<file path="config.mk">
export PLATFORM = sky130hd
export DESIGN_NAME = atq_acq_ctrl
export DESIGN_NICKNAME = d
export VERILOG_FILES = /design/src/common/atq_pkg.sv /design/src/common/atq_conv_if.sv /design/src/rtl/atq_acq_ctrl.sv /design/src/rtl/atq_conv.sv /design/src/rtl/atq_div.sv
export SDC_FILE = /design/constraint.sdc
export NUM_CORES = 1
export LEC_CHECK = 0
export BUFFER_PORTS_ARGS = -buffer_cell sky130_fd_sc_hd__buf_2
export CORE_AREA = 4 4 180 182
export CTS_CLUSTER_SIZE = 28
export DETAILED_ROUTE_END_ITERATION = 16
export DIE_AREA = 0 0 184 186
export GPL_TIMING_DRIVEN = 0
export PLACE_DENSITY_LB_ADDON = 0.08
export SLEW_MARGIN = 20
export SYNTH_ARGS = -nofsm -noshare
export SYNTH_HDL_FRONTEND = slang
export SYNTH_HIERARCHICAL = 1
export SYNTH_SLANG_ARGS = --single-unit
</file>
<file path="constraint.sdc">
create_clock -name MCLK -period 5.05 [get_ports MCLK]
set_input_delay 1.01 -clock MCLK [delete_from_list [all_inputs] [get_ports MCLK]]
set_output_delay 1.01 -clock MCLK [all_outputs]
set_load 0.05 [all_outputs]
</file>
<file path="src/common/atq_pkg.sv">
package atq_pkg;
	localparam int ADR_W = 8;
	localparam int SMP_W = 16;
	localparam int CH_W = 4;
	localparam int CNT_W = 24;

	localparam logic [ADR_W-1:0] OFS_CTRL = 8'h00;
	localparam logic [ADR_W-1:0] OFS_STATUS = 8'h04;
	localparam logic [ADR_W-1:0] OFS_IRQ_STAT = 8'h08;
	localparam logic [ADR_W-1:0] OFS_IRQ_MASK = 8'h0c;
	localparam logic [ADR_W-1:0] OFS_SMP_DIV = 8'h10;
	localparam logic [ADR_W-1:0] OFS_RETRIG_DIV = 8'h14;
	localparam logic [ADR_W-1:0] OFS_CHAN_CNT = 8'h18;
	localparam logic [ADR_W-1:0] OFS_SCAN_CNT = 8'h1c;
	localparam logic [ADR_W-1:0] OFS_POST_CNT = 8'h20;
	localparam logic [ADR_W-1:0] OFS_BLK_SIZE = 8'h24;
	localparam logic [ADR_W-1:0] OFS_BLK_ACK = 8'h28;

	// CTRL fields
	localparam int CTRL_START = 0;
	localparam int CTRL_STOP = 1;
	localparam int CTRL_SCAN_EN = 2;
	localparam int CTRL_TRIG_ANA = 3;
	localparam int CTRL_TRIG_FALL = 4;
	localparam int CTRL_BIPOLAR = 5;
	localparam int CTRL_W = 6;
	localparam logic [CTRL_W-1:0] CTRL_RST = 6'h00;

	// Interrupt status fields
	localparam int IRQ_OVS = 0;
	localparam int IRQ_FIFO_OVF = 1;
	localparam int IRQ_HOST_OVF = 2;
	localparam int IRQ_DONE = 3;
	localparam int IRQ_TRIG = 4;
	localparam int IRQ_W = 5;
	localparam logic [IRQ_W-1:0] IRQ_RST = 5'h00;
	localparam logic [IRQ_W-1:0] IRQ_ERR_MASK = 5'h07;

	localparam logic [CNT_W-1:0] SMP_DIV_RST = 24'h0000ff;
	localparam logic [CNT_W-1:0] RETRIG_DIV_RST = 24'h00ffff;
	localparam logic [CH_W-1:0] CHAN_CNT_RST = 4'h0;
	localparam logic [CNT_W-1:0] SCAN_CNT_RST = 24'h000001;
	localparam logic [CNT_W-1:0] POST_CNT_RST = 24'h000100;
	localparam logic [CNT_W-1:0] BLK_SIZE_RST = 24'h000040;

	typedef enum logic [1:0] {
		ATQ_IDLE = 2'b00,
		ATQ_ACQ = 2'b01,
		ATQ_WAIT = 2'b11
	} atq_state_t;
endpackage : atq_pkg

</file>
<file path="src/common/atq_conv_if.sv">
`timescale 1ns/1ns
interface atq_conv_if;
	import atq_pkg::*;
	logic start;
	logic [CH_W-1:0] chan;
	logic bipolar;
	logic vld;
	logic [SMP_W-1:0] data;
	logic ovs;
	modport seq (output start, output chan, output bipolar, input vld, input data, input ovs);
	modport conv (input start, input chan, input bipolar, output vld, output data, output ovs);
endinterface : atq_conv_if

</file>
<file path="src/rtl/atq_acq_ctrl.sv">
`timescale 1ns/1ns
module atq_acq_ctrl #(
	parameter int RES = 16
) (
	input wire logic MCLK,
	input wire logic RSTN,
	input wire logic WB_CYC_I,
	input wire logic WB_STB_I,
	input wire logic WB_WE_I,
	input wire logic [atq_pkg::ADR_W-1:0] WB_ADR_I,
	input wire logic [3:0] WB_SEL_I,
	input wire logic [31:0] WB_DAT_I,
	output logic [31:0] WB_DAT_O,
	output logic WB_ACK_O,
	input wire logic EXT_TRIG,
	input wire logic ANA_TRIG,
	output logic ADC_CONVST,
	output logic [atq_pkg::CH_W-1:0] ADC_CHAN,
	input wire logic ADC_DONE,
	input wire logic [atq_pkg::SMP_W-1:0] ADC_DATA,
	input wire logic FIFO_FULL,
	output logic SMP_VALID,
	output logic [atq_pkg::SMP_W-1:0] SMP_DATA,
	output logic [atq_pkg::CH_W-1:0] SMP_CHAN,
	output logic SMP_POST,
	output logic IRQ
);
	import atq_pkg::*;

	atq_conv_if cif ();

	atq_state_t state_q;
	logic [CTRL_W-1:0] ctrl_q;
	logic [IRQ_W-1:0] stat_q, mask_q, stat_set;
	logic [CNT_W-1:0] smp_div_q, retrig_div_q, scan_cnt_q, post_cnt_q, blk_size_q;
	logic [CH_W-1:0] chan_cnt_q, chan_q, inflight_q;
	logic [CNT_W-1:0] scan_q, post_done_q, blk_q;
	logic post_q, blk_pend_q, inflight_post_q;
	logic dig_s1_q, dig_s2_q, ana_s1_q, ana_s2_q, trig_prev_q;
	logic wr, rd_fire, start_cmd, stop_cmd, blk_ack_cmd;
	logic smp_tick, retrig_tick, trig_lvl, trig_evt, post_now;
	logic run, err_now, err_any, last_chan, last_scan, done_evt, blk_evt, emit;

	atq_div #(.W(CNT_W)) u_smp_div (
		.clk(MCLK),
		.rstn(RSTN),
		.run(state_q == ATQ_ACQ),
		.div(smp_div_q),
		.tick(smp_tick)
	);

	atq_div #(.W(CNT_W)) u_retrig_div (
		.clk(MCLK),
		.rstn(RSTN),
		.run(run && ctrl_q[CTRL_SCAN_EN]),
		.div(retrig_div_q),
		.tick(retrig_tick)
	);

	atq_conv #(.RES(RES)) u_conv (
		.clk(MCLK),
		.rstn(RSTN),
		.cif(cif.conv),
		.adc_done(ADC_DONE),
		.adc_data(ADC_DATA),
		.adc_convst(ADC_CONVST),
		.adc_chan(ADC_CHAN)
	);

	// Register bus: one wait state; write acts on the edge where ACK is high, read data is latched on the edge before, while ACK is low
	assign wr = WB_CYC_I && WB_STB_I && WB_WE_I && WB_ACK_O && WB_SEL_I[0];
	assign rd_fire = WB_CYC_I && WB_STB_I && !WB_ACK_O;
	assign start_cmd = wr && WB_ADR_I == OFS_CTRL && WB_DAT_I[CTRL_START];
	assign stop_cmd = wr && WB_ADR_I == OFS_CTRL && WB_DAT_I[CTRL_STOP];
	assign blk_ack_cmd = wr && WB_ADR_I == OFS_BLK_ACK && WB_DAT_I[0];

	always_ff @(posedge MCLK) begin
		if (!RSTN) begin
			WB_ACK_O <= 1'b0;
		end else begin
			WB_ACK_O <= WB_CYC_I && WB_STB_I && !WB_ACK_O;
		end
	end

	always_ff @(posedge MCLK) begin
		if (!RSTN) begin
			WB_DAT_O <= '0;
		end else if (rd_fire) begin
			unique case (WB_ADR_I)
				OFS_CTRL: WB_DAT_O <= 32'(ctrl_q);
				OFS_STATUS: WB_DAT_O <= {20'h00000, chan_q, 5'h00, blk_pend_q, post_q, run};
				OFS_IRQ_STAT: WB_DAT_O <= 32'(stat_q);
				OFS_IRQ_MASK: WB_DAT_O <= 32'(mask_q);
				OFS_SMP_DIV: WB_DAT_O <= 32'(smp_div_q);
				OFS_RETRIG_DIV: WB_DAT_O <= 32'(retrig_div_q);
				OFS_CHAN_CNT: WB_DAT_O <= 32'(chan_cnt_q);
				OFS_SCAN_CNT: WB_DAT_O <= 32'(scan_cnt_q);
				OFS_POST_CNT: WB_DAT_O <= 32'(post_cnt_q);
				OFS_BLK_SIZE: WB_DAT_O <= 32'(blk_size_q);
				default: WB_DAT_O <= '0;
			endcase
		end
	end

	// Configuration registers; start and stop bits are commands and never stored
	always_ff @(posedge MCLK) begin
		if (!RSTN) begin
			ctrl_q <= CTRL_RST;
			mask_q <= IRQ_RST;
			smp_div_q <= SMP_DIV_RST;
			retrig_div_q <= RETRIG_DIV_RST;
			chan_cnt_q <= CHAN_CNT_RST;
			scan_cnt_q <= SCAN_CNT_RST;
			post_cnt_q <= POST_CNT_RST;
			blk_size_q <= BLK_SIZE_RST;
		end else if (wr) begin
			unique case (WB_ADR_I)
				OFS_CTRL: ctrl_q <= WB_DAT_I[CTRL_W-1:0] & ~CTRL_W'(3);
				OFS_IRQ_MASK: mask_q <= WB_DAT_I[IRQ_W-1:0];
				OFS_SMP_DIV: smp_div_q <= WB_DAT_I[CNT_W-1:0];
				OFS_RETRIG_DIV: retrig_div_q <= WB_DAT_I[CNT_W-1:0];
				OFS_CHAN_CNT: chan_cnt_q <= WB_DAT_I[CH_W-1:0];
				OFS_SCAN_CNT: scan_cnt_q <= WB_DAT_I[CNT_W-1:0];
				OFS_POST_CNT: post_cnt_q <= WB_DAT_I[CNT_W-1:0];
				OFS_BLK_SIZE: blk_size_q <= WB_DAT_I[CNT_W-1:0];
				default: ;
			endcase
		end
	end

	// Trigger pins are asynchronous; the edge is taken on the second stage only
	always_ff @(posedge MCLK) begin
		if (!RSTN) begin
			dig_s1_q <= 1'b0;
			dig_s2_q <= 1'b0;
			ana_s1_q <= 1'b0;
			ana_s2_q <= 1'b0;
			trig_prev_q <= 1'b0;
		end else begin
			dig_s1_q <= EXT_TRIG;
			dig_s2_q <= dig_s1_q;
			ana_s1_q <= ANA_TRIG;
			ana_s2_q <= ana_s1_q;
			trig_prev_q <= trig_lvl;
		end
	end

	assign trig_lvl = ctrl_q[CTRL_TRIG_ANA] ? ana_s2_q : dig_s2_q;
	assign trig_evt = ctrl_q[CTRL_TRIG_FALL] ? (trig_prev_q && !trig_lvl) : (!trig_prev_q && trig_lvl);
	assign post_now = run && !post_q && trig_evt;

	assign run = state_q != ATQ_IDLE;
	assign last_chan = chan_q >= chan_cnt_q;
	assign last_scan = scan_q + 1'b1 >= scan_cnt_q;
	assign emit = cif.vld && run;
	assign done_evt = emit && inflight_post_q && post_done_q + 1'b1 >= post_cnt_q;
	assign blk_evt = emit && blk_q + 1'b1 >= blk_size_q;

	always_comb begin
		stat_set = '0;
		stat_set[IRQ_OVS] = cif.ovs && run;
		// Once raised, a still full FIFO keeps the flag up after the halt, so a clear cannot stick
		stat_set[IRQ_FIFO_OVF] = FIFO_FULL && (run || stat_q[IRQ_FIFO_OVF]);
		stat_set[IRQ_HOST_OVF] = blk_evt && blk_pend_q && !blk_ack_cmd;
		stat_set[IRQ_DONE] = done_evt;
		stat_set[IRQ_TRIG] = post_now;
	end

	assign err_now = |(stat_set & IRQ_ERR_MASK);
	assign err_any = |(stat_q & IRQ_ERR_MASK);

	// Write one to clear; a hardware set in the same cycle wins, so a persisting full keeps it set
	always_ff @(posedge MCLK) begin
		if (!RSTN) begin
			stat_q <= IRQ_RST;
		end else begin
			stat_q <= (stat_q & ~((wr && WB_ADR_I == OFS_IRQ_STAT) ? WB_DAT_I[IRQ_W-1:0] : '0)) | stat_set;
		end
	end

	always_ff @(posedge MCLK) begin
		if (!RSTN) begin
			IRQ <= 1'b0;
		end else begin
			IRQ <= |(stat_q & mask_q);
		end
	end

	// Sequencer; a start is refused while an error flag is still pending
	always_ff @(posedge MCLK) begin
		if (!RSTN) begin
			state_q <= ATQ_IDLE;
			chan_q <= '0;
			scan_q <= '0;
		end else if (err_now || stop_cmd || done_evt) begin
			state_q <= ATQ_IDLE;
		end else if (start_cmd && !run && !err_any) begin
			state_q <= ATQ_ACQ;
			chan_q <= '0;
			scan_q <= '0;
		end else begin
			unique case (state_q)
				ATQ_IDLE: ;
				ATQ_ACQ: if (smp_tick) begin
					chan_q <= last_chan ? '0 : chan_q + 1'b1;
					if (last_chan) begin
						scan_q <= last_scan ? '0 : scan_q + 1'b1;
						if (ctrl_q[CTRL_SCAN_EN] && last_scan) begin
							state_q <= ATQ_WAIT;
						end
					end
				end
				ATQ_WAIT: if (retrig_tick) begin
					state_q <= ATQ_ACQ;
				end
			endcase
		end
	end

	assign cif.start = state_q == ATQ_ACQ && smp_tick && !err_any;
	assign cif.chan = chan_q;
	assign cif.bipolar = ctrl_q[CTRL_BIPOLAR];

	// Post label is set once per operation and only a fresh start clears it
	always_ff @(posedge MCLK) begin
		if (!RSTN) begin
			post_q <= 1'b0;
		end else if (start_cmd && !run && !err_any) begin
			post_q <= 1'b0;
		end else if (post_now) begin
			post_q <= 1'b1;
		end
	end

	// A sample is labelled by the phase at the moment its conversion was started
	always_ff @(posedge MCLK) begin
		if (!RSTN) begin
			inflight_q <= '0;
			inflight_post_q <= 1'b0;
		end else if (cif.start) begin
			inflight_q <= chan_q;
			inflight_post_q <= post_q || post_now;
		end
	end

	always_ff @(posedge MCLK) begin
		if (!RSTN) begin
			post_done_q <= '0;
		end else if (start_cmd && !run) begin
			post_done_q <= '0;
		end else if (emit && inflight_post_q) begin
			post_done_q <= post_done_q + 1'b1;
		end
	end

	// Host block tracking; a block finished while the previous one is unread is an overflow
	always_ff @(posedge MCLK) begin
		if (!RSTN) begin
			blk_q <= '0;
			blk_pend_q <= 1'b0;
		end else begin
			if (start_cmd && !run) begin
				blk_q <= '0;
			end else if (emit) begin
				blk_q <= blk_evt ? '0 : blk_q + 1'b1;
			end
			if (blk_evt) begin
				blk_pend_q <= 1'b1;
			end else if (blk_ack_cmd) begin
				blk_pend_q <= 1'b0;
			end
		end
	end

	// Transfer toward the host stops as soon as an error is raised
	always_ff @(posedge MCLK) begin
		if (!RSTN) begin
			SMP_VALID <= 1'b0;
			SMP_DATA <= '0;
			SMP_CHAN <= '0;
			SMP_POST <= 1'b0;
		end else begin
			SMP_VALID <= emit && !err_now && !err_any;
			if (emit) begin
				SMP_DATA <= cif.data;
				SMP_CHAN <= inflight_q;
				SMP_POST <= inflight_post_q;
			end
		end
	end
endmodule : atq_acq_ctrl

</file>
<file path="src/rtl/atq_conv.sv">
`timescale 1ns/1ns
module atq_conv #(
	parameter int RES = 16
) (
	input wire logic clk,
	input wire logic rstn,
	atq_conv_if.conv cif,
	input wire logic adc_done,
	input wire logic [atq_pkg::SMP_W-1:0] adc_data,
	output logic adc_convst,
	output logic [atq_pkg::CH_W-1:0] adc_chan
);
	import atq_pkg::*;
	logic done_s1_q, done_s2_q, done_s3_q, busy_q;
	logic done_evt;
	logic [SMP_W-1:0] raw;

	if (RES != 12 && RES != 16) begin : g_bad_res
		$error("atq_conv: RES must be 12 or 16");
	end

	assign done_evt = done_s2_q && !done_s3_q;
	assign raw = adc_data & SMP_W'((1 << RES) - 1);

	always_ff @(posedge clk) begin
		if (!rstn) begin
			done_s1_q <= 1'b0;
			done_s2_q <= 1'b0;
			done_s3_q <= 1'b0;
		end else begin
			done_s1_q <= adc_done;
			done_s2_q <= done_s1_q;
			done_s3_q <= done_s2_q;
		end
	end

	// A finishing conversion frees the converter in the same cycle a new pulse comes in
	always_ff @(posedge clk) begin
		if (!rstn) begin
			busy_q <= 1'b0;
			adc_convst <= 1'b0;
			adc_chan <= '0;
			cif.ovs <= 1'b0;
		end else begin
			adc_convst <= 1'b0;
			cif.ovs <= 1'b0;
			if (cif.start && busy_q && !done_evt) begin
				cif.ovs <= 1'b1;
			end else if (cif.start) begin
				adc_convst <= 1'b1;
				adc_chan <= cif.chan;
				busy_q <= 1'b1;
			end else if (done_evt) begin
				busy_q <= 1'b0;
			end
		end
	end

	// Converter delivers two's complement in bipolar ranges; flipping the top bit yields offset binary
	always_ff @(posedge clk) begin
		if (!rstn) begin
			cif.vld <= 1'b0;
			cif.data <= '0;
		end else begin
			cif.vld <= done_evt;
			if (done_evt) begin
				if (cif.bipolar) begin
					cif.data <= raw ^ SMP_W'(1 << (RES - 1));
				end else begin
					cif.data <= raw;
				end
			end
		end
	end
endmodule : atq_conv

</file>
<file path="src/rtl/atq_div.sv">
`timescale 1ns/1ns
module atq_div #(
	parameter int W = 24
) (
	input wire logic clk,
	input wire logic rstn,
	input wire logic run,
	input wire logic [W-1:0] div,
	output logic tick
);
	import atq_pkg::*;
	logic [W-1:0] cnt_q;

	if (W < 2) begin : g_bad_width
		$error("atq_div: W too small");
	end

	// Period is div+1 cycles; restarts with the operation so the first tick is predictable
	always_ff @(posedge clk) begin
		if (!rstn || !run) begin
			cnt_q <= '0;
			tick <= 1'b0;
		end else if (cnt_q >= div) begin
			cnt_q <= '0;
			tick <= 1'b1;
		end else begin
			cnt_q <= cnt_q + 1'b1;
			tick <= 1'b0;
		end
	end
endmodule : atq_div

</file>
After elaboration in Yosys (flattened, before gate mapping). Cells that the tools add are included.

Register bits after elaboration: 361. Latch bits: 0. Memory bits (writable): 0. ROM bits: 0. Input bits: 69. Word-level logic and storage cells: 199. Memories: 0.

Add/sub/neg operators: 6. Multiply operators: 0. Div/mod/pow operators: 0. $lt $le $gt $ge: 6. Equal/unequal tests: 20. Shift operators: 0. Muxes and demuxes: 29. Bitwise logic cells: 8. Reduce and logical (&&, ||, !) cells: 86.

Operators by type and width (number): $pmux 24 s10 (1); $mux 24 (6); $add 24x1->24 const B (5); $ge 24x24->1 (5); $logic_and 1x1->1 (34); $eq 8x5->1 const B (4); $eq 8x6->1 const B (3); $reduce_and 2->1 (10); $eq 8x4->1 const B (2); $mux 16 (1); $mux 4 (4); $reduce_bool 2->1 (7); $logic_not 1->1 (13); $reduce_or 2->1 (6); $mux 1 (11); $and 5x5->5 (2); $reduce_and 5->1 (2); $ne 3x3->1 const B (3); $reduce_or 3->1 (3); $eq 8x3->1 const B (1); $logic_not 8->1 (1); $mux 2 (4); $logic_or 1x1->1 (6); $ne 2x2->1 const B (3); other kinds (15) (18).

Depth between registers and ports, before layout.
Depth in word-level cells: 13. Gate-level depth with buffers: 18. Depth with buffers taken out: 17.

Cells and area by module. The synthesis kept the hierarchy.

By module, submodules not included: atq_acq_ctrl (instances 1, cells each 1793, area each 13920.9 µm², sequential area each 5525.3 µm²); atq_div at u_smp_div (instances 1, cells each 200, area each 1800.5 µm², sequential area each 500.5 µm²); atq_div at u_retrig_div (instances 1, cells each 206, area each 1783.0 µm², sequential area each 500.5 µm²); atq_conv (instances 1, cells each 105, area each 1004.7 µm², sequential area each 540.5 µm²).

Worst setup path before layout. OpenSTA, ideal clock, no wires.

Path kind: reg-to-reg. From: register blk_q[0]. To: register chan_q[3]. Setup time: 0.117 ns. Arrival time: 4.312 ns. Setup slack: 0.621 ns. Cell stages (with the launch flop): 18. Period minus slack after synthesis: 4.429 ns. Path through: dfxtp_1 > ha_1 > nand3_1 > nor4_1 > nand3_1 > nor2_1 > and3_1 > nand3_1 > xnor2_1 > ha_1 > nand4_1 > nor4_1 > and4_1 > a221oi_1 > a21o_1 > o21ai_2 > or4_1 > a32o_1.

Cells in the longest elaborated chain, start to end: 10.

Ends and longest elaborated chain: from (decl) (line atq_acq_ctrl.sv:37) `logic [CNT_W-1:0] scan_q, post_done_q, blk_q;`; from (signal assigned) (line atq_acq_ctrl.sv:265) `blk_q <= blk_evt ? '0 : blk_q + 1'b1;`; $add 24x1->24 (line atq_acq_ctrl.sv:157) `assign blk_evt = emit && blk_q + 1'b1 >= blk_size_q;`; $ge 24x24->1 (line atq_acq_ctrl.sv:157); $logic_and 1x1->1 (line atq_acq_ctrl.sv:157); $logic_and 1x1->1 (2 in series) (line atq_acq_ctrl.sv:164) `stat_set[IRQ_HOST_OVF] = blk_evt && blk_pend_q && !blk_ack_cmd;`; $reduce_or 3->1 (line atq_acq_ctrl.sv:169) `assign err_now = |(stat_set & IRQ_ERR_MASK);`; $logic_or 1x1->1 (2 in series) (line atq_acq_ctrl.sv:195) `end else if (err_now || stop_cmd || done_evt) begin`; $not 1->1 (no line); $reduce_and 3->1 (no line); to (signal assigned) (line atq_acq_ctrl.sv:205) `chan_q <= last_chan ? '0 : chan_q + 1'b1;`; to (decl) (line atq_acq_ctrl.sv:36) `logic [CH_W-1:0] chan_cnt_q, chan_q, inflight_q;`.

Every way passes these cells. A chain may end at the register's enable or synchronous reset.

Worst setup path after layout.
From: register blk_q[7]. To: register scan_q[17].

Cells in the longest elaborated chain, start to end: 10.

Ends and longest elaborated chain: $add 24x1->24 (line atq_acq_ctrl.sv:157); $ge 24x24->1 (line atq_acq_ctrl.sv:157); $logic_and 1x1->1 (line atq_acq_ctrl.sv:157); $logic_and 1x1->1 (2 in series) (line atq_acq_ctrl.sv:164); $reduce_or 3->1 (line atq_acq_ctrl.sv:169); $logic_or 1x1->1 (2 in series) (line atq_acq_ctrl.sv:195); $not 1->1 (no line); $reduce_and 4->1 (no line); to (signal assigned) (line atq_acq_ctrl.sv:207) `scan_q <= last_scan ? '0 : scan_q + 1'b1;`; to (decl) (line atq_acq_ctrl.sv:37).

Every way passes these cells.

==> flow_metrics.env <==
export IMPL_period_needed_ps=4732
export IMPL_crit_chain="buf_2 > nand4_1 > nand4b_1 > nor4_4 > and3_1 > nand3_1 > nor2_1 > xor2_1 > ha_1 > nand4_1 > nor4_4 > and4_1 > a221oi_4 > a21o_2 > o21ai_2 > nand3b_1 > clkbuf_2 > o22ai_1"
export IMPL_cpPeakStageDelay_ps=390
export IMPL_drive_above_1_share_pct=10.58
export IMPL_track_usage_pct=34.54
export IMPL_synthTopCellsByCount="nand2_1, dfxtp_1, a21oi_1"
export IMPL_tightest_slew_ps=1100
export IMPL_cts_buffers=41
export IMPL_synth_flop_cell="dfxtp_1"
export IMPL_cts_hold_fix_buffers=0
export IMPL_dieWidth_um=184
export IMPL_netlist_top_cells_area="dfxtp_1, nand2_1, ha_1, a21oi_1, xnor2_1"
export IMPL_status="complete, no violations"
export IMPL_min_delay_path_class="reg2reg"
export IMPL_yosysTopAreaCell="dfxtp_1"
export IMPL_yosysMostFrequentCell="nand2_1"
export IMPL_cap_violations=0
export IMPL_ios=130
export IMPL_place_area_um2=19570
export IMPL_grt_antenna_before_repair=0
export IMPL_dpl_hpwl_um=46180
export IMPL_worst_setup_path_end_kind="flip-flop"
export IMPL_core_region_area_um2=30590
export IMPL_grt_ovfl_total=0
export IMPL_grt_max_degree=13
export IMPL_fin_cells=2891
export IMPL_drt_wirelength_per_cell_um=21.03
export IMPL_synth_async_reset_ratio_pct=0
export IMPL_antenna_cells=0
export IMPL_power_density_nw_per_um2=280.5
export IMPL_worstSkewPairLatency_ps=540
export IMPL_port_buffers=106
export IMPL_cts_max_level=2
export IMPL_fillers=2608
export IMPL_netlist_area_leader_share_pct=38.18
export IMPL_yosys_warnings=6
export IMPL_total_power_mw=5.898
export IMPL_place_gp_congestion=0.9960
export IMPL_initial_core_util_pct=60.51
export IMPL_first_global_vias=16810
export IMPL_crit_required_ps=5440
export IMPL_nNetsFinal=2664
export IMPL_num_rows=64
export IMPL_fin_area_um2=21030
export IMPL_dr_pass1_iters=13
export IMPL_cp_max_fo=10
export IMPL_leakagePower_nw=8.189
export IMPL_period_share_pct=93.71
export IMPL_worstPathArrival_ps=5120
export IMPL_die_area_um2=34220
export IMPL_syn_area_um2=18510
export IMPL_cts_buffer_depth=3
export IMPL_ir_drop_mv=0.2811
export IMPL_avgViaCountPerCell=6.159
export IMPL_syn_mean_instance_area_um2=8.033
export IMPL_crit_path_start_kind="flip-flop"
export IMPL_wirelength_um=60800
export IMPL_synth_cell_types=82
export IMPL_synth_edf_count=0
export IMPL_clock_sinks=353
export IMPL_clk_pin_slew_ps=60
export IMPL_tns_ps=0
export IMPL_max_slew_margin_pct=26.08
export IMPL_ys_seq_elements=353
export IMPL_utilization_pct=68.73
export IMPL_slew_violations=0
export IMPL_ys_seq_area_share_pct=38.18
export IMPL_finalSetupViolCount=0
export IMPL_skew_ps=24.90
export IMPL_vias=17810
export IMPL_dp_cells=2814
export IMPL_area_delta_synth_final_pct=13.59
export IMPL_worst_path_max_delay_cell="nand4b_1"
export IMPL_cts_tree="built"
export IMPL_grt_pass1_wl_um=93330
export IMPL_drtAntennaViolNets=0
export IMPL_fmax_mhz=211.3
export IMPL_drc_errors=0
export IMPL_crit_type="reg2reg"
export IMPL_first_iter_violations=1978
export IMPL_ctsRootBufferMaster="clkbuf_16"
export IMPL_die_h_um=186
export IMPL_hold_violations=0
export IMPL_synth_cells=2304
power breakdown:
| part | total, mW | internal, mW | switching (mW) |
|---|---|---|---|
| Combinational | 0.176 | 0.0413 | 0.135 |
| Clock | 2.93 | 1.75 | 1.18 |
| Sequential | 2.80 | 2.79 | 0.00368 |
metal layers:
metal  track usage, %  up-vias  share of wire (%)
met5                0        -                  0
met2            55.70      942                 44
met1            46.45     8402                 41
met3            6.215      192                9.7
met4            13.04        0                4.6
li1                 -     8271                  -
stage by stage:
| step | setup slack [ps] | hold slack (ps) |
|---|---|---|
| after floorplan | 620.6 | 411.9 |
| after global placement | -160.4 | 418.1 |
| after detailed placement | -368.0 | 422.5 |
| after CTS | 11.86 | 438.5 |
| after global routing | -47.20 | 455.8 |
| final | 317.8 | 437.2 |
cells by family after synthesis:
family                   count (synthesis)  synth area share, %
multiplexers                            14               0.7571
buffers and inverters                  256                5.705
AO/OA/AOI/OAI                          458                15.32
other                                    1              0.02026
flip-flops                             353                38.18
adder cells (fa/ha/maj)                130                8.788
AND/OR/NAND/NOR                        953                24.65
XOR/XNOR                               139                6.577
repair_timing:
item                                    CTS  global route
resized for setup                         6            10
setup buffers                             0             4
pin swaps                                 0             1
endpoints found under the setup margin   35            37
critical path, delay by kind of cell (launching register included):
family | cells | cell delay (ps)
flops | 1 | 300
compound gates | 4 | 760
buf+inv | 2 | 470
fa+ha+maj | 1 | 350
xor+xnor | 1 | 90
simple gates | 10 | 2650
sequential cells by signal, indices dropped and copies added, names as in the netlist, 2 cells and up:
name	flops
blk_size_q	24
u_conv/cif.data	16
post_cnt_q	24
inflight_q	4
ctrl_q	4
blk_q	24
smp_div_q	24
u_conv/adc_chan	4
post_done_q	24
scan_cnt_q	24
retrig_div_q	24
chan_cnt_q	4
WB_DAT_O	24
SMP_DATA	16
stat_q	5
SMP_CHAN	4
u_smp_div/cnt_q	24
state_q	2
mask_q	5
chan_q	4
u_retrig_div/cnt_q	24
scan_q	24
layout by cell type (no fill, tap or decap), types with 41 or more instances in the layout:
cell type,netlist,routed
dfxtp_1,353,353
inv_1,134,134
xor2_1,56,56
xnor2_1,83,83
ha_1,130,130
a21oi_1,237,237
nor3_1,57,57
nor2_1,136,136
buf_2,7,114
o21ai_0,44,44
nand2_1,452,452
clkbuf_1,93,102
clkbuf_16,0,41
nand3_1,109,109
final timing paths:
| kind | depth (start not counted) | startpoint | endpoint | slack [ps] |
|---|---|---|---|---|
| max reg2reg | 18 | blk_q[7] | scan_q[17] | 320 |
| min reg2reg | 1 | dig_s1_q | dig_s2_q | 440 |
| min | 1 | dig_s1_q | dig_s2_q | 440 |
| max | 18 | blk_q[7] | scan_q[17] | 320 |
layout make-up:
cell class / instances / area, um2 / area share (%)
Inverter: 134 / 503.0 / 2.392
Buffer: 122 / 556.8 / 2.648
Sequential cell: 353 / 7067 / 33.61
Tap cell: 396 / 495.5 / 2.357
Clock inverter: 10 / 113.9 / 0.5415
Multi-Input combinational cell: 1702 / 10520 / 50.01
Clock buffer: 63 / 1209 / 5.749
Timing Repair Buffer: 111 / 565.5 / 2.690
(Power assumes the default switching activity.)
